--- config.mk ---
export PLATFORM = sky130hd
export DESIGN_NAME = cec_top
export DESIGN_NICKNAME = d
export VERILOG_FILES = /design/src/cec_pkg.sv /design/src/cec_if.sv /design/src/cec_sync_edge.sv /design/src/cec_top.sv
export SDC_FILE = /design/constraint.sdc
export NUM_CORES = 1
export LEC_CHECK = 0
export ABC_CLOCK_PERIOD_IN_PS = 2000
export BUFFER_PORTS_ARGS = -buffer_cell sky130_fd_sc_hd__buf_4
export CORE_AREA = 8 8 65 67
export DETAILED_ROUTE_END_ITERATION = 7
export DIE_AREA = 0 0 73 75
export PLACE_DENSITY = 0.74
export SLEW_MARGIN = 20
export SYNTH_ARGS = -nofsm -noshare
export SYNTH_HDL_FRONTEND = slang
export SYNTH_SLANG_ARGS = --single-unit
--- constraint.sdc ---
create_clock -name core_clk -period 2 [get_ports core_clk]
set_clock_uncertainty 0.1 [all_clocks]
set_input_delay 0.4 -clock core_clk [delete_from_list [all_inputs] [get_ports core_clk]]
set_output_delay 0.4 -clock core_clk [all_outputs]
set_load 0.05 [all_outputs]
--- src/cec_pkg.sv ---
// Package with register layout and constants for the comparator event control block
package cec_pkg;
   // ****************************************
   // Register layout
   // ****************************************
   localparam logic [1:0] ADDR_CTRL_STATUS = 2'h0;
   localparam logic [1:0] ADDR_IRQ_STATUS = 2'h1;
   localparam logic [1:0] ADDR_IRQ_CLEAR = 2'h2;
   localparam logic [1:0] ADDR_IRQ_ENABLE = 2'h3;
   localparam int BIT_POWER_OFF = 7;
   localparam int BIT_BANDGAP_SEL = 6;
   localparam int BIT_RESULT = 5;
   localparam int BIT_EVENT_FLAG = 4;
   localparam int BIT_IRQ_ENABLE = 3;
   localparam int BIT_RESERVED = 2;
   localparam int BIT_SEL_HI = 1;
   localparam int BIT_SEL_LO = 0;
   localparam logic [7:0] CTRL_RESET = 8'h00;
   // Sticky event bits: 0 comparator event, 1 reference ready
   localparam int EVT_COMPARE = 0;
   localparam int EVT_REF_READY = 1;
   localparam logic [1:0] EVT_RESET = 2'h0;
   // ****************************************
   // Event select codes
   // ****************************************
   localparam logic [1:0] SEL_TOGGLE = 2'h0;
   localparam logic [1:0] SEL_RESERVED = 2'h1;
   localparam logic [1:0] SEL_FALL = 2'h2;
   localparam logic [1:0] SEL_RISE = 2'h3;
   // ****************************************
   // Timing
   // ****************************************
   localparam int CLK_MHZ = 250;
   localparam int REF_STARTUP_US = 10;
   localparam int REF_STARTUP_CYC = REF_STARTUP_US * CLK_MHZ;
endpackage : cec_pkg

--- src/cec_if.sv ---
// Interface joining the edge detector to the control logic
`timescale 1ns/10ps
`default_nettype none
interface cec_edge_if;
   logic result;
   logic rise;
   logic fall;
   modport det (output result, output rise, output fall);
   modport ctl (input result, input rise, input fall);
endinterface : cec_edge_if
`default_nettype wire

--- src/cec_sync_edge.sv ---
// Two-stage synchroniser and edge detector for the comparator result
`timescale 1ns/10ps
`default_nettype none
module cec_sync_edge (
   // Clock and reset
   input wire logic core_clk,
   input wire logic rst_n,
   // Raw comparator output and gate
   input wire logic raw_result,
   input wire logic powered,
   // Synchronised result and edges
   cec_edge_if.det edge_o
);
   logic meta;
   logic sync;
   logic prev;

   // Two flops before use; first stage read only by second
   always_ff @(posedge core_clk) begin
      if (!rst_n) begin
         meta <= 1'b0;
         sync <= 1'b0;
         prev <= 1'b0;
      end else begin
         meta <= raw_result & powered;
         sync <= meta;
         prev <= sync;
      end
   end

   // Edges seen on the synchronised copy only
   assign edge_o.result = sync;
   assign edge_o.rise = sync & ~prev;
   assign edge_o.fall = ~sync & prev;
endmodule : cec_sync_edge
`default_nettype wire

--- src/cec_top.sv ---
// Comparator control and status, event flag and reference enable logic
// Operation
// - Result high when positive above negative input
// - Bit 5 reads live comparator result
// - Bits 1:0 pick toggle, falling or rising
// - Matching result change sets flag bit 4
// - Interrupt needs flag, enable and global enable
// - Flag clears on vector entry or one-write
// - Bit 7 powers the comparator off
// - Bit 6 feeds bandgap to positive input
// - Bit 2 reads zero; bit 6 without bandgap
// - Reference on with brown-out or bandgap select
`timescale 1ns/10ps
`default_nettype none
module cec_top #(
   parameter bit HAS_BANDGAP = 1'b1,
   parameter int REF_STARTUP_CYC = cec_pkg::REF_STARTUP_CYC
) (
   // Clock and reset
   input wire logic core_clk,
   input wire logic rst_n,
   // Register port
   input wire logic [1:0] reg_addr,
   input wire logic [7:0] reg_wdata,
   input wire logic reg_wr,
   input wire logic reg_rd,
   output logic [7:0] reg_rdata,
   // Analog comparator, already a digital level from the analog cell
   input wire logic comparator_raw,
   input wire logic brownout_enable_fuse,
   output logic comparator_power_off,
   output logic bandgap_input_select,
   output logic reference_enable,
   // Processor side
   input wire logic global_irq_enable,
   input wire logic vector_entry,
   output logic comparator_irq,
   output logic sys_irq
);
   // ****************************************
   // Control state
   // ****************************************
   logic irq_enable;
   logic [1:0] event_select;
   logic event_flag;
   logic [1:0] evt_status;
   logic [1:0] evt_enable;
   logic fuse_meta;
   logic fuse_sync;
   logic [12:0] ref_count;
   logic ref_ready;
   logic ref_ready_q;

   cec_edge_if edge_bus ();

   // Result sampled only while powered; the analog cell does the compare
   cec_sync_edge u_sync (
      .core_clk(core_clk),
      .rst_n(rst_n),
      .raw_result(comparator_raw),
      .powered(~comparator_power_off),
      .edge_o(edge_bus.det)
   );

   // ****************************************
   // Decode
   // ****************************************
   function automatic logic addr_hit(input logic [1:0] a, input logic [1:0] b);
      addr_hit = (a == b);
   endfunction : addr_hit

   wire wr_ctrl = reg_wr & addr_hit(reg_addr, cec_pkg::ADDR_CTRL_STATUS);
   wire wr_clr = reg_wr & addr_hit(reg_addr, cec_pkg::ADDR_IRQ_CLEAR);
   wire wr_en = reg_wr & addr_hit(reg_addr, cec_pkg::ADDR_IRQ_ENABLE);

   // Event match; the reserved code matches nothing
   wire event_hit = (event_select == cec_pkg::SEL_TOGGLE) ? (edge_bus.rise | edge_bus.fall) :
                    (event_select == cec_pkg::SEL_FALL) ? edge_bus.fall :
                    (event_select == cec_pkg::SEL_RISE) ? edge_bus.rise : 1'b0;
   wire flag_clr = (wr_ctrl & reg_wdata[cec_pkg::BIT_EVENT_FLAG]) | vector_entry;
   // Set wins over clear so no event is lost
   wire next_flag = event_hit | (event_flag & ~flag_clr);
   wire brownout_enable_fuse_q = fuse_sync;
   wire ref_on = brownout_enable_fuse_q | bandgap_input_select;
   wire ref_done = (ref_count == REF_STARTUP_CYC[12:0]);
   wire [1:0] evt_set = {ref_ready & ~ref_ready_q, event_hit};
   wire [1:0] next_evt = evt_set | (evt_status & ~(wr_clr ? reg_wdata[1:0] : 2'h0));

   // Live view of control register; reserved bit 2 reads zero
   wire [7:0] ctrl_view = {comparator_power_off,
                           bandgap_input_select & HAS_BANDGAP,
                           edge_bus.result,
                           event_flag,
                           irq_enable,
                           1'b0,
                           event_select};
   wire [7:0] rd_mux = addr_hit(reg_addr, cec_pkg::ADDR_CTRL_STATUS) ? ctrl_view :
                       addr_hit(reg_addr, cec_pkg::ADDR_IRQ_STATUS) ? {6'h00, evt_status} :
                       addr_hit(reg_addr, cec_pkg::ADDR_IRQ_ENABLE) ? {6'h00, evt_enable} :
                       8'h00;

   // ****************************************
   // Register writes
   // ****************************************
   // Control bits; reset leaves comparator on, pin input, toggle, irq off
   always_ff @(posedge core_clk) begin
      if (!rst_n) begin
         comparator_power_off <= 1'b0;
         bandgap_input_select <= 1'b0;
         irq_enable <= 1'b0;
         event_select <= cec_pkg::SEL_TOGGLE;
         event_flag <= 1'b0;
      end else begin
         if (wr_ctrl) begin
            comparator_power_off <= reg_wdata[cec_pkg::BIT_POWER_OFF];
            bandgap_input_select <= reg_wdata[cec_pkg::BIT_BANDGAP_SEL] & HAS_BANDGAP;
            irq_enable <= reg_wdata[cec_pkg::BIT_IRQ_ENABLE];
            event_select <= reg_wdata[cec_pkg::BIT_SEL_HI:cec_pkg::BIT_SEL_LO];
         end
         event_flag <= next_flag;
      end
   end

   // Sticky status and enable registers
   always_ff @(posedge core_clk) begin
      if (!rst_n) begin
         evt_status <= cec_pkg::EVT_RESET;
         evt_enable <= cec_pkg::EVT_RESET;
      end else begin
         evt_status <= next_evt;
         if (wr_en) begin
            evt_enable <= reg_wdata[1:0];
         end
      end
   end

   // Fuse level comes from outside, so it is synchronised first
   always_ff @(posedge core_clk) begin
      if (!rst_n) begin
         fuse_meta <= 1'b0;
         fuse_sync <= 1'b0;
      end else begin
         fuse_meta <= brownout_enable_fuse;
         fuse_sync <= fuse_meta;
      end
   end

   // Start-up counter; ready only after the full wait, restarted when off
   always_ff @(posedge core_clk) begin
      if (!rst_n) begin
         ref_count <= 13'h0000;
         ref_ready <= 1'b0;
         ref_ready_q <= 1'b0;
         reference_enable <= 1'b0;
      end else begin
         reference_enable <= ref_on;
         ref_ready_q <= ref_ready;
         if (!ref_on) begin
            ref_count <= 13'h0000;
            ref_ready <= 1'b0;
         end else if (!ref_done) begin
            ref_count <= ref_count + 13'h0001;
         end else begin
            ref_ready <= 1'b1;
         end
      end
   end

   // Outputs registered; interrupt uses the next flag to stay aligned
   always_ff @(posedge core_clk) begin
      if (!rst_n) begin
         comparator_irq <= 1'b0;
         sys_irq <= 1'b0;
         reg_rdata <= 8'h00;
      end else begin
         comparator_irq <= next_flag & irq_enable & global_irq_enable;
         sys_irq <= |(next_evt & evt_enable);
         reg_rdata <= reg_rd ? rd_mux : 8'h00;
      end
   end
endmodule : cec_top
`default_nettype wire

==> results of run 1 <==
==> Yosys cell counts, drive strengths merged, types with 2 or more instances <==
library cell / instances / area (um^2)
xor2: 4 / 35.0
o21ai: 2 / 10.0
o21a: 3 / 22.5
nand4b: 2 / 17.5
ha: 4 / 50.1
clkbuf: 2 / 7.51
nand3: 5 / 30.0
nor4: 3 / 18.8
buf: 3 / 17.5
and3: 3 / 23.8
a21oi: 6 / 30.0
nor3: 4 / 20.0
mux2: 3 / 33.8
mux2i: 8 / 80.1
nand2: 9 / 33.8
and2: 11 / 68.8
nor2b: 9 / 56.3
a22oi: 2 / 15.0
xnor2: 4 / 35.0
or3: 2 / 12.5
inv: 5 / 18.8
nand4: 4 / 25.0
dfxtp: 40 / 801
nor2: 15 / 56.3
==> per-layer routing <==
layer	track usage	share of wire
met4	0.0622	0.0074
met2	0.226	0.48
met3	0.0546	0.076
met1	0.136	0.43
met5	0	0
==> metrics by stage <==
stage / util / worst slack [ns] / instance area [um^2] / instances / power, mW
finish: 0.591 / 0.271 / 1910 / 240 / 1.31
detailed placement: 0.576 / 0.322 / 1860 / 233 / 0.943
global placement: 0.576 / 0.344 / 1860 / 233 / 0.939
CTS: 0.591 / 0.271 / 1910 / 240 / 1.31
floorplan: - / 0.417 / 1610 / 163 / 0.900
global route: 0.591 / 0.188 / 1910 / 240 / 1.36
==> report_power, final <==
part	internal (mW)	total (mW)	switching (mW)
clock network	0.128	0.384	0.255
logic	0.0492	0.105	0.0558
registers	0.811	0.820	0.00819
total	0.989	1.31	0.319
==> area by class of cell <==
type	count	area share
clock buffer	5	0.0196
clock inverter	2	0.00655
inverter	5	0.00982
multi-input combinational	113	0.401
sequential	40	0.419
tap	46	0.0301
timing repair buffer	29	0.114
==> flip-flops by register name, summed over array words and instances (netlist names) <==
signal                  count
event_select                2
ref_ready_q                 1
evt_status                  2
ref_count                  13
u_sync.prev                 1
u_sync.edge_o.result        1
sys_irq                     1
reference_enable            1
evt_enable                  2
ref_ready                   1
fuse_meta                   1
bandgap_input_select        1
comparator_power_off        1
reg_rdata                   7
comparator_irq              1
u_sync.meta                 1
brownout_enable_fuse_q      1
irq_enable                  1
event_flag                  1
==> worst paths after layout <==
kind              slack [ns]            startpoint                    to  cells past startpoint
setup / recovery        0.27          ref_count[0]          ref_count[3]                      6
hold / removal          0.15  brownout_enable_fuse             fuse_meta                      2
setup reg to reg        0.27          ref_count[0]          ref_count[3]                      6
hold reg to reg         0.35           u_sync.meta  u_sync.edge_o.result                      1
==> layout by cell type (no fill, tap or decap), drive strengths merged, types with 4 or more instances in the layout <==
cell type   n
a21oi       6
mux2i       8
nand4       4
xnor2       4
nor2b       9
nand2       9
nor3        4
nand3       5
nor2       15
clkbuf      5
dfxtp      40
buf        29
inv         5
xor2        4
ha          4
and2       11
==> cell families after synthesis <==
logic type / count (synthesis)
fa+ha+maj: 4
other cells: 1
simple gates: 72
xor+xnor: 8
mux: 11
flops: 40
buf+inv: 10
compound gates: 17
==> flow_summary.toml, run 1 <==
[drt]
ant_nets = 0
vias = 1217
drt_iter0_drc = 73
drc = 0
wirelength_um = 3240
firstDrtPassIters = 4
drt-vias-per-instance = 5.07
wl_per_cell_um = 13.5

[synthesis]
synthesis.nets = 185
synth.distinct_cells = 37
seq_area_frac_synth = 0.497
synthXorXnorAreaFrac = 0.0435
synth-edff-count = 0
synth_seq_cells = 40
syn_inst = 163
synth_top_family_by_area = "simple AND/OR/NAND/NOR gates"
synth_ff_type = "dfxtp_1"
avgSynthCellArea_um2 = 9.88
synthArstFlopShare = 0
synth-simple-area-share = 0.260
synth_compound_gate_area_share = 0.0684
ys_warn_count = 0
syn_area_um2 = 1610
synthAdderAreaFrac = 0.0311
yosys-mux-area-fraction = 0.0707

[timing]
period_needed_ns = 1.73
max_freq_mhz = 578
setup_viol = 0
tns_ns = 0
rsz0062_at_grt = "no"
hold_slack_ns = 0.154
hold_violations = 0
relSlewSlack = 0.646
worst_pin_slew_ns = 0.527
post-route-period-util = 0.865
slew_violations = 0

[placement]
io_buffers = 27
dpl.hpwl_um = 2420
place.gp.congestion = 0.848

[cts]
clk-insertion-delay-late_ns = 0.35
hold_buffers = 0
cts_tree = "built"
cts_inserted_buffers = 5
clkSinkCount = 40
clkSlewWorstSetupHoldPaths_ns = 0.11
clk_path_buf_depth = 2
post_cts_resized = 0
cts-root-buf = "clkbuf_4"
h-tree-depth = 2
post_cts_buffers = 0

[floorplanning]
die_y_um = 75
dieArea_um2 = 5480
initial_core_util = 0.498
io-pin-count = 31
rows = 21
die_w_um = 73
core-area_um2 = 3230

[finish]
multi_input_area_um2 = 766
antennaDiodeCount = 0
regArea_um2 = 801
nets = 216
area_growth_pct = 18.6
drive_gt1_frac = 0.232
fill_cells = 306

[power]
power_leakage_nw = 0.765
vdd.ir_drop.worst_uv = 530
powerDensity_nw_per_um2 = 685

[setup_path]
worstPathRequired_ns = 2.18
crit_chain = "inv_1 > ha_1 > and4b_2 > and4_4 > or3_1 > a21oi_1"
critPathArrivalTime_ns = 1.91
cpPeakStageDelay_ns = 0.37
critPathCaptureType = "flop"
crit_buf_inv = 1
cp-start-kind = "flop"
crit_family = "simple AND/OR/NAND/NOR gates"
worst-setup-path-type = "reg2reg"
cp_max_fo = 3
cpMaxStageDelayCell = "dfxtp_1"

[grt]
grt_max_degree = 19
grt_pass1_wl_um = 5490
antenna_found_initial = 0
overflow = 0
grt_pass1_vias = 1182
grt_usage = 0.131

[status]
status = "finished, final reports clean"

[min_path]
hp-class = "in2reg"

[flow_run]
cap_violations = 0
(Power assumes the default switching activity.)
==> inputs of run 2 (changes only) <==
- ABC_AREA: default -> 1
- CORE_AREA: 8 8 65 67 -> 8 8 66 68
- DIE_AREA: 0 0 73 75 -> 0 0 74 76
- PLACE_DENSITY: 0.74 -> 0.75
==> flow_summary.toml, run 2 <==
[cts]
cts_tree = "built"
clk-insertion-delay-late_ns = 0.34
cts-root-buf = "clkbuf_4"
clk_path_buf_depth = 2
post_cts_resized = 0
clkSlewWorstSetupHoldPaths_ns = 0.11
h-tree-depth = 2
post_cts_buffers = 0
cts_inserted_buffers = 5
hold_buffers = 0
clkSinkCount = 40

[synthesis]
synth_compound_gate_area_share = 0.101
synthArstFlopShare = 0
synthAdderAreaFrac = 0.0290
synth_area_leaders = "dfxtp_1 46%, nand2_1 10%, inv_1 7.4%"
synthesis.nets = 247
synth_ff_type = "dfxtp_1"
yosys-mux-area-fraction = 0
ys_warn_count = 0
avgSynthCellArea_um2 = 7.66
synth-edff-count = 0
synth.distinct_cells = 24
seq_area_frac_synth = 0.464
synth_top_family_by_area = "simple AND/OR/NAND/NOR gates"
yosysTopAreaCell = "dfxtp_1"
synthXorXnorAreaFrac = 0.0203
synth.most_common_cell = "nand2_1"
synth_top_cell_area_share = 0.464
synth_seq_cells = 40
synth-simple-area-share = 0.291
syn_area_um2 = 1720
syn_inst = 225
synth_common_cells = "48 x nand2_1, 40 x dfxtp_1, 34 x inv_1"

[grt]
antenna_found_initial = 0
overflow = 0
grt_pass1_vias = 1350
grt_pass1_wl_um = 5750
grt_max_degree = 17
grt_usage = 0.126

[timing]
hold_violations = 0
tns_ns = 0
period_needed_ns = 1.43
rsz0062_at_grt = "no"
max_freq_mhz = 701
slew_violations = 0
setup_ws_ns = 0.572
post-route-period-util = 0.714
setup_viol = 0

[drt]
firstDrtPassIters = 4
wirelength_um = 3220
drt-vias-per-instance = 4.72
wl_per_cell_um = 10.6
drc = 0
ant_nets = 0
drt_iter0_drc = 42
vias = 1439

[setup_path]
path_depth = 1
worst-setup-path-type = "reg2out"
crit_family = "flip-flops"
worstPathRequired_ns = 1.50
cpPeakStageDelay_ns = 0.38
reg2reg_depth = 6
cpMaxStageDelayCell = "dfxtp_1"
critPathArrivalTime_ns = 0.93
critPathCaptureType = "primary output"
crit_chain = "buf_4"
crit_buf_inv = 1
cp_max_fo = 3
cp-start-kind = "flop"

[floorplanning]
rows = 22
core-area_um2 = 3440
die_w_um = 74
die_y_um = 76
dieArea_um2 = 5620
io-pin-count = 31
initial_core_util = 0.501

[finish]
area_growth_pct = 19.4
utilization = 0.598
nets = 278
largest_reg_flops = 13
stdcell_area_um2 = 2060
antennaDiodeCount = 0
top_register = "ref_count"
largest_registers = "ref_count x13, reg_rdata x7"
final_cell_mix = "48 x nand2_1, 40 x dfxtp_1, 34 x inv_1"
final_common_cell = "nand2_1"
drive_gt1_frac = 0.222

[placement]
place_area_um2 = 1960
place.gp.congestion = 0.809
io_buffers = 27
dpl.hpwl_um = 2490
dp_slack_ns = 0.561

[min_path]
hp-class = "in2reg"
whs_path_depth = 3

[status]
status = "finished, final reports clean"

[power]
powerDensity_nw_per_um2 = 747
p_total_mw = 1.54
power_leakage_nw = 0.859
vdd.ir_drop.worst_uv = 507

[flow_run]
cap_violations = 0
## run 2: cells by family (layout without fill, tap and decap cells)
| family | Yosys count | count (layout) |
|---|---|---|
| AND/OR/NAND/NOR | 108 | 108 |
| AO/OA/AOI/OAI | 29 | 29 |
| flip-flops | 40 | 40 |
| other | 1 | 1 |
| buffers and inverters | 39 | 71 |
| adder cells (fa/ha/maj) | 4 | 4 |
| XOR/XNOR | 4 | 4 |
## run 2: through the flow
stage / cells / hold WS, ns
global route: 305 / 0.108
global placement: 297 / 0.292
CTS: 305 / 0.121
finish: 305 / 0.137
detailed placement: 297 / 0.299
floorplan: 225 / 0.290
## run 2: final timing paths
kind / startpoint / end / slack, ns
worst max register to register: ref_count[1] / ref_count[10] / 0.62
worst min-delay path: brownout_enable_fuse / fuse_meta / 0.14
worst max-delay path: bandgap_input_select / bandgap_input_select / 0.57
worst min register to register: fuse_meta / brownout_enable_fuse_q / 0.32
## run 2: report_power, final
group | internal (mW) | total (mW) | leakage, nW | switching (mW)
sequential | 0.815 | 0.826 | 0.325 | 0.0102
clock | 0.332 | 0.591 | 0.0515 | 0.259
combinational | 0.0447 | 0.120 | 0.483 | 0.0756
total | 1.19 | 1.54 | 0.859 | 0.345
## run 2: routing by layer
layer  vias to the layer above  part of all wire  global-route usage
met5                         -                 0                   0
met4                         0             0.024              0.0560
met3                         7             0.026              0.0408
met2                        19              0.49               0.206
met1                       648              0.46               0.144
li1                        765                 -                   -
## run 2: final cells by class
type | count | area, um^2
fill | 325 | 1380
sequential | 40 | 801
multi-input combinational | 146 | 764
timing repair buffer | 27 | 203
inverter | 36 | 135
clock buffer | 7 | 65.1
tap | 48 | 60.1
clock inverter | 1 | 30.0
==> inputs of run 3 (changes only) <==
- ABC_CLOCK_PERIOD_IN_PS: 2000 -> 1200
- CORE_AREA: 8 8 66 68 -> 8 8 69 71
- DIE_AREA: 0 0 74 76 -> 0 0 77 79
- PLACE_DENSITY: 0.75 -> 0.72
- clock period: 2 -> 1.2 ns (I/O delays scaled with it)
==> flow_summary.toml, run 3 (synthesis gave the netlist of run 2 again) <==
[drt]
wl_per_cell_um = 11.6
vias = 1515
drt-vias-per-instance = 4.73
wirelength_um = 3720
firstDrtPassIters = 4
ant_nets = 0
drt_iter0_drc = 66
drc = 0

[floorplanning]
rows = 23
die_w_um = 77
dieArea_um2 = 6080
io-pin-count = 31
core-area_um2 = 3800
die_y_um = 79
initial_core_util = 0.454

[setup_path]
cp_common_cell = "nand2_1"
worst-setup-path-type = "reg2reg"
crit_family = "simple AND/OR/NAND/NOR gates"
critPathCaptureType = "flop"
critPathArrivalTime_ns = 1.37
cp-start-kind = "flop"
cpMaxStageDelayCell = "dfxtp_4"
crit_chain = "inv_4 > ha_4 > nand2_2 > nor2_4 > nand3_4 > nand2_1 > nand2_1 > nor2_1"
crit_buf_inv = 1
worstPathRequired_ns = 1.33
cpPeakStageDelay_ns = 0.38
cp_max_fo = 4

[timing]
max_freq_mhz = 808
period_needed_ns = 1.24
setup_ws_ns = -0.0383
hold_violations = 0
slew_violations = 0
post-route-period-util = 1.03
setup_viol = 7
rsz0062_at_grt = "yes"

[cts]
clkSlewWorstSetupHoldPaths_ns = 0.08
hold_buffers = 0
clk-insertion-delay-late_ns = 0.29
cts-root-buf = "clkbuf_8"
cts_tree = "built"
clkSinkCount = 40
cts_inserted_buffers = 5
clk_path_buf_depth = 2
h-tree-depth = 2

[grt]
antenna_found_initial = 0
grt_usage = 0.131
grt_pass1_wl_um = 6540
overflow = 0
grt_max_degree = 14
grt_pass1_vias = 1601

[finish]
drive_gt1_frac = 0.378
fill_cells = 339
final_cell_mix = "44 x nand2_1, 35 x buf_4, 30 x dfxtp_1"
nets = 291
area_growth_pct = 35.6
stdcell_area_um2 = 2340
antennaDiodeCount = 0
largest_registers = "ref_count x13, reg_rdata x7"
final_common_cell = "nand2_1"
top_register = "ref_count"
largest_reg_flops = 13
final_cell_count_no_fill = 320

[placement]
place_area_um2 = 2060
place.gp.congestion = 0.826
placed_cells = 310
dpl.hpwl_um = 2700
io_buffers = 27

[status]
failed_checks = "negative setup slack"
status = "complete, but fails checks"

[power]
p_total_mw = 2.70
powerDensity_nw_per_um2 = 1160
vdd.ir_drop.worst_uv = 1000
power_leakage_nw = 0.951

[flow_run]
cap_violations = 0

[min_path]
hp-class = "in2reg"
[run 3: cell count changes in the layout (fill, tap and decap cells not counted), sizes merged]
| cell | previous run | this run |
|---|---|---|
| buf | 27 | 40 |
| clkbuf | 7 | 5 |
| clkinv | 0 | 2 |
| clkinvlp | 0 | 1 |
| inv | 36 | 35 |
[run 3: layer usage]
metal	up-vias	GRT usage	wire (um)
met5	-	0	0
met4	0	0.0566	51
met3	8	0.0508	140
met2	26	0.235	1890
met1	690	0.132	1640
li1	791	-	-
[run 3: layout make-up]
class / count / area (um^2) / share of cell area
Sequential cell: 40 / 818 / 0.350
Clock inverter: 3 / 42.5 / 0.0182
Inverter: 36 / 141 / 0.0605
Multi-Input combinational cell: 146 / 886 / 0.379
Tap cell: 50 / 62.6 / 0.0268
Clock buffer: 5 / 68.8 / 0.0294
Timing Repair Buffer: 40 / 319 / 0.136
[run 3: tightest hold or removal path: stages]
cell and delay [ns]:
buf_4 0.08, nand2_1 0.04, inv_1 0.04
[run 3: stage by stage]
step | util | hold WS (ns) | setup TNS, ns | worst slack (ns)
finish | 0.616 | 0.0291 | -0.134 | -0.0383
global placement | 0.541 | 0.293 | -0.323 | -0.0579
CTS | 0.594 | 0.0209 | -0.197 | -0.0526
global route | 0.616 | 0.0169 | -0.905 | -0.101
detailed placement | 0.541 | 0.304 | -0.520 | -0.0714
floorplan | - | 0.238 | 0 | 0.0182
[run 3: path summary, 6_finish.rpt]
check | from | endpoint | slack, ns | cells past startpoint
setup reg to reg | ref_count[0] | ref_count[1] | -0.04 | 8
setup / recovery | ref_count[0] | ref_count[1] | -0.04 | 8
hold reg to reg | u_sync.meta | u_sync.edge_o.result | 0.31 | 2
hold / removal | brownout_enable_fuse | fuse_meta | 0.03 | 3
[run 3: where the power goes]
group | internal [mW] | leakage (nW) | total [mW] | switching [mW]
combinational | 0.101 | 0.567 | 0.238 | 0.137
clock | 0.615 | 0.0541 | 1.09 | 0.471
sequential | 1.36 | 0.330 | 1.38 | 0.0223
total | 2.07 | 0.951 | 2.70 | 0.631
[run 3: repair_timing]
action,in CTS,in global routing
setup endpoints to repair,17,20
gates resized for setup,22,22
setup buffers,1,1
pin swaps,11,12
endpoints found under the hold margin,0,0
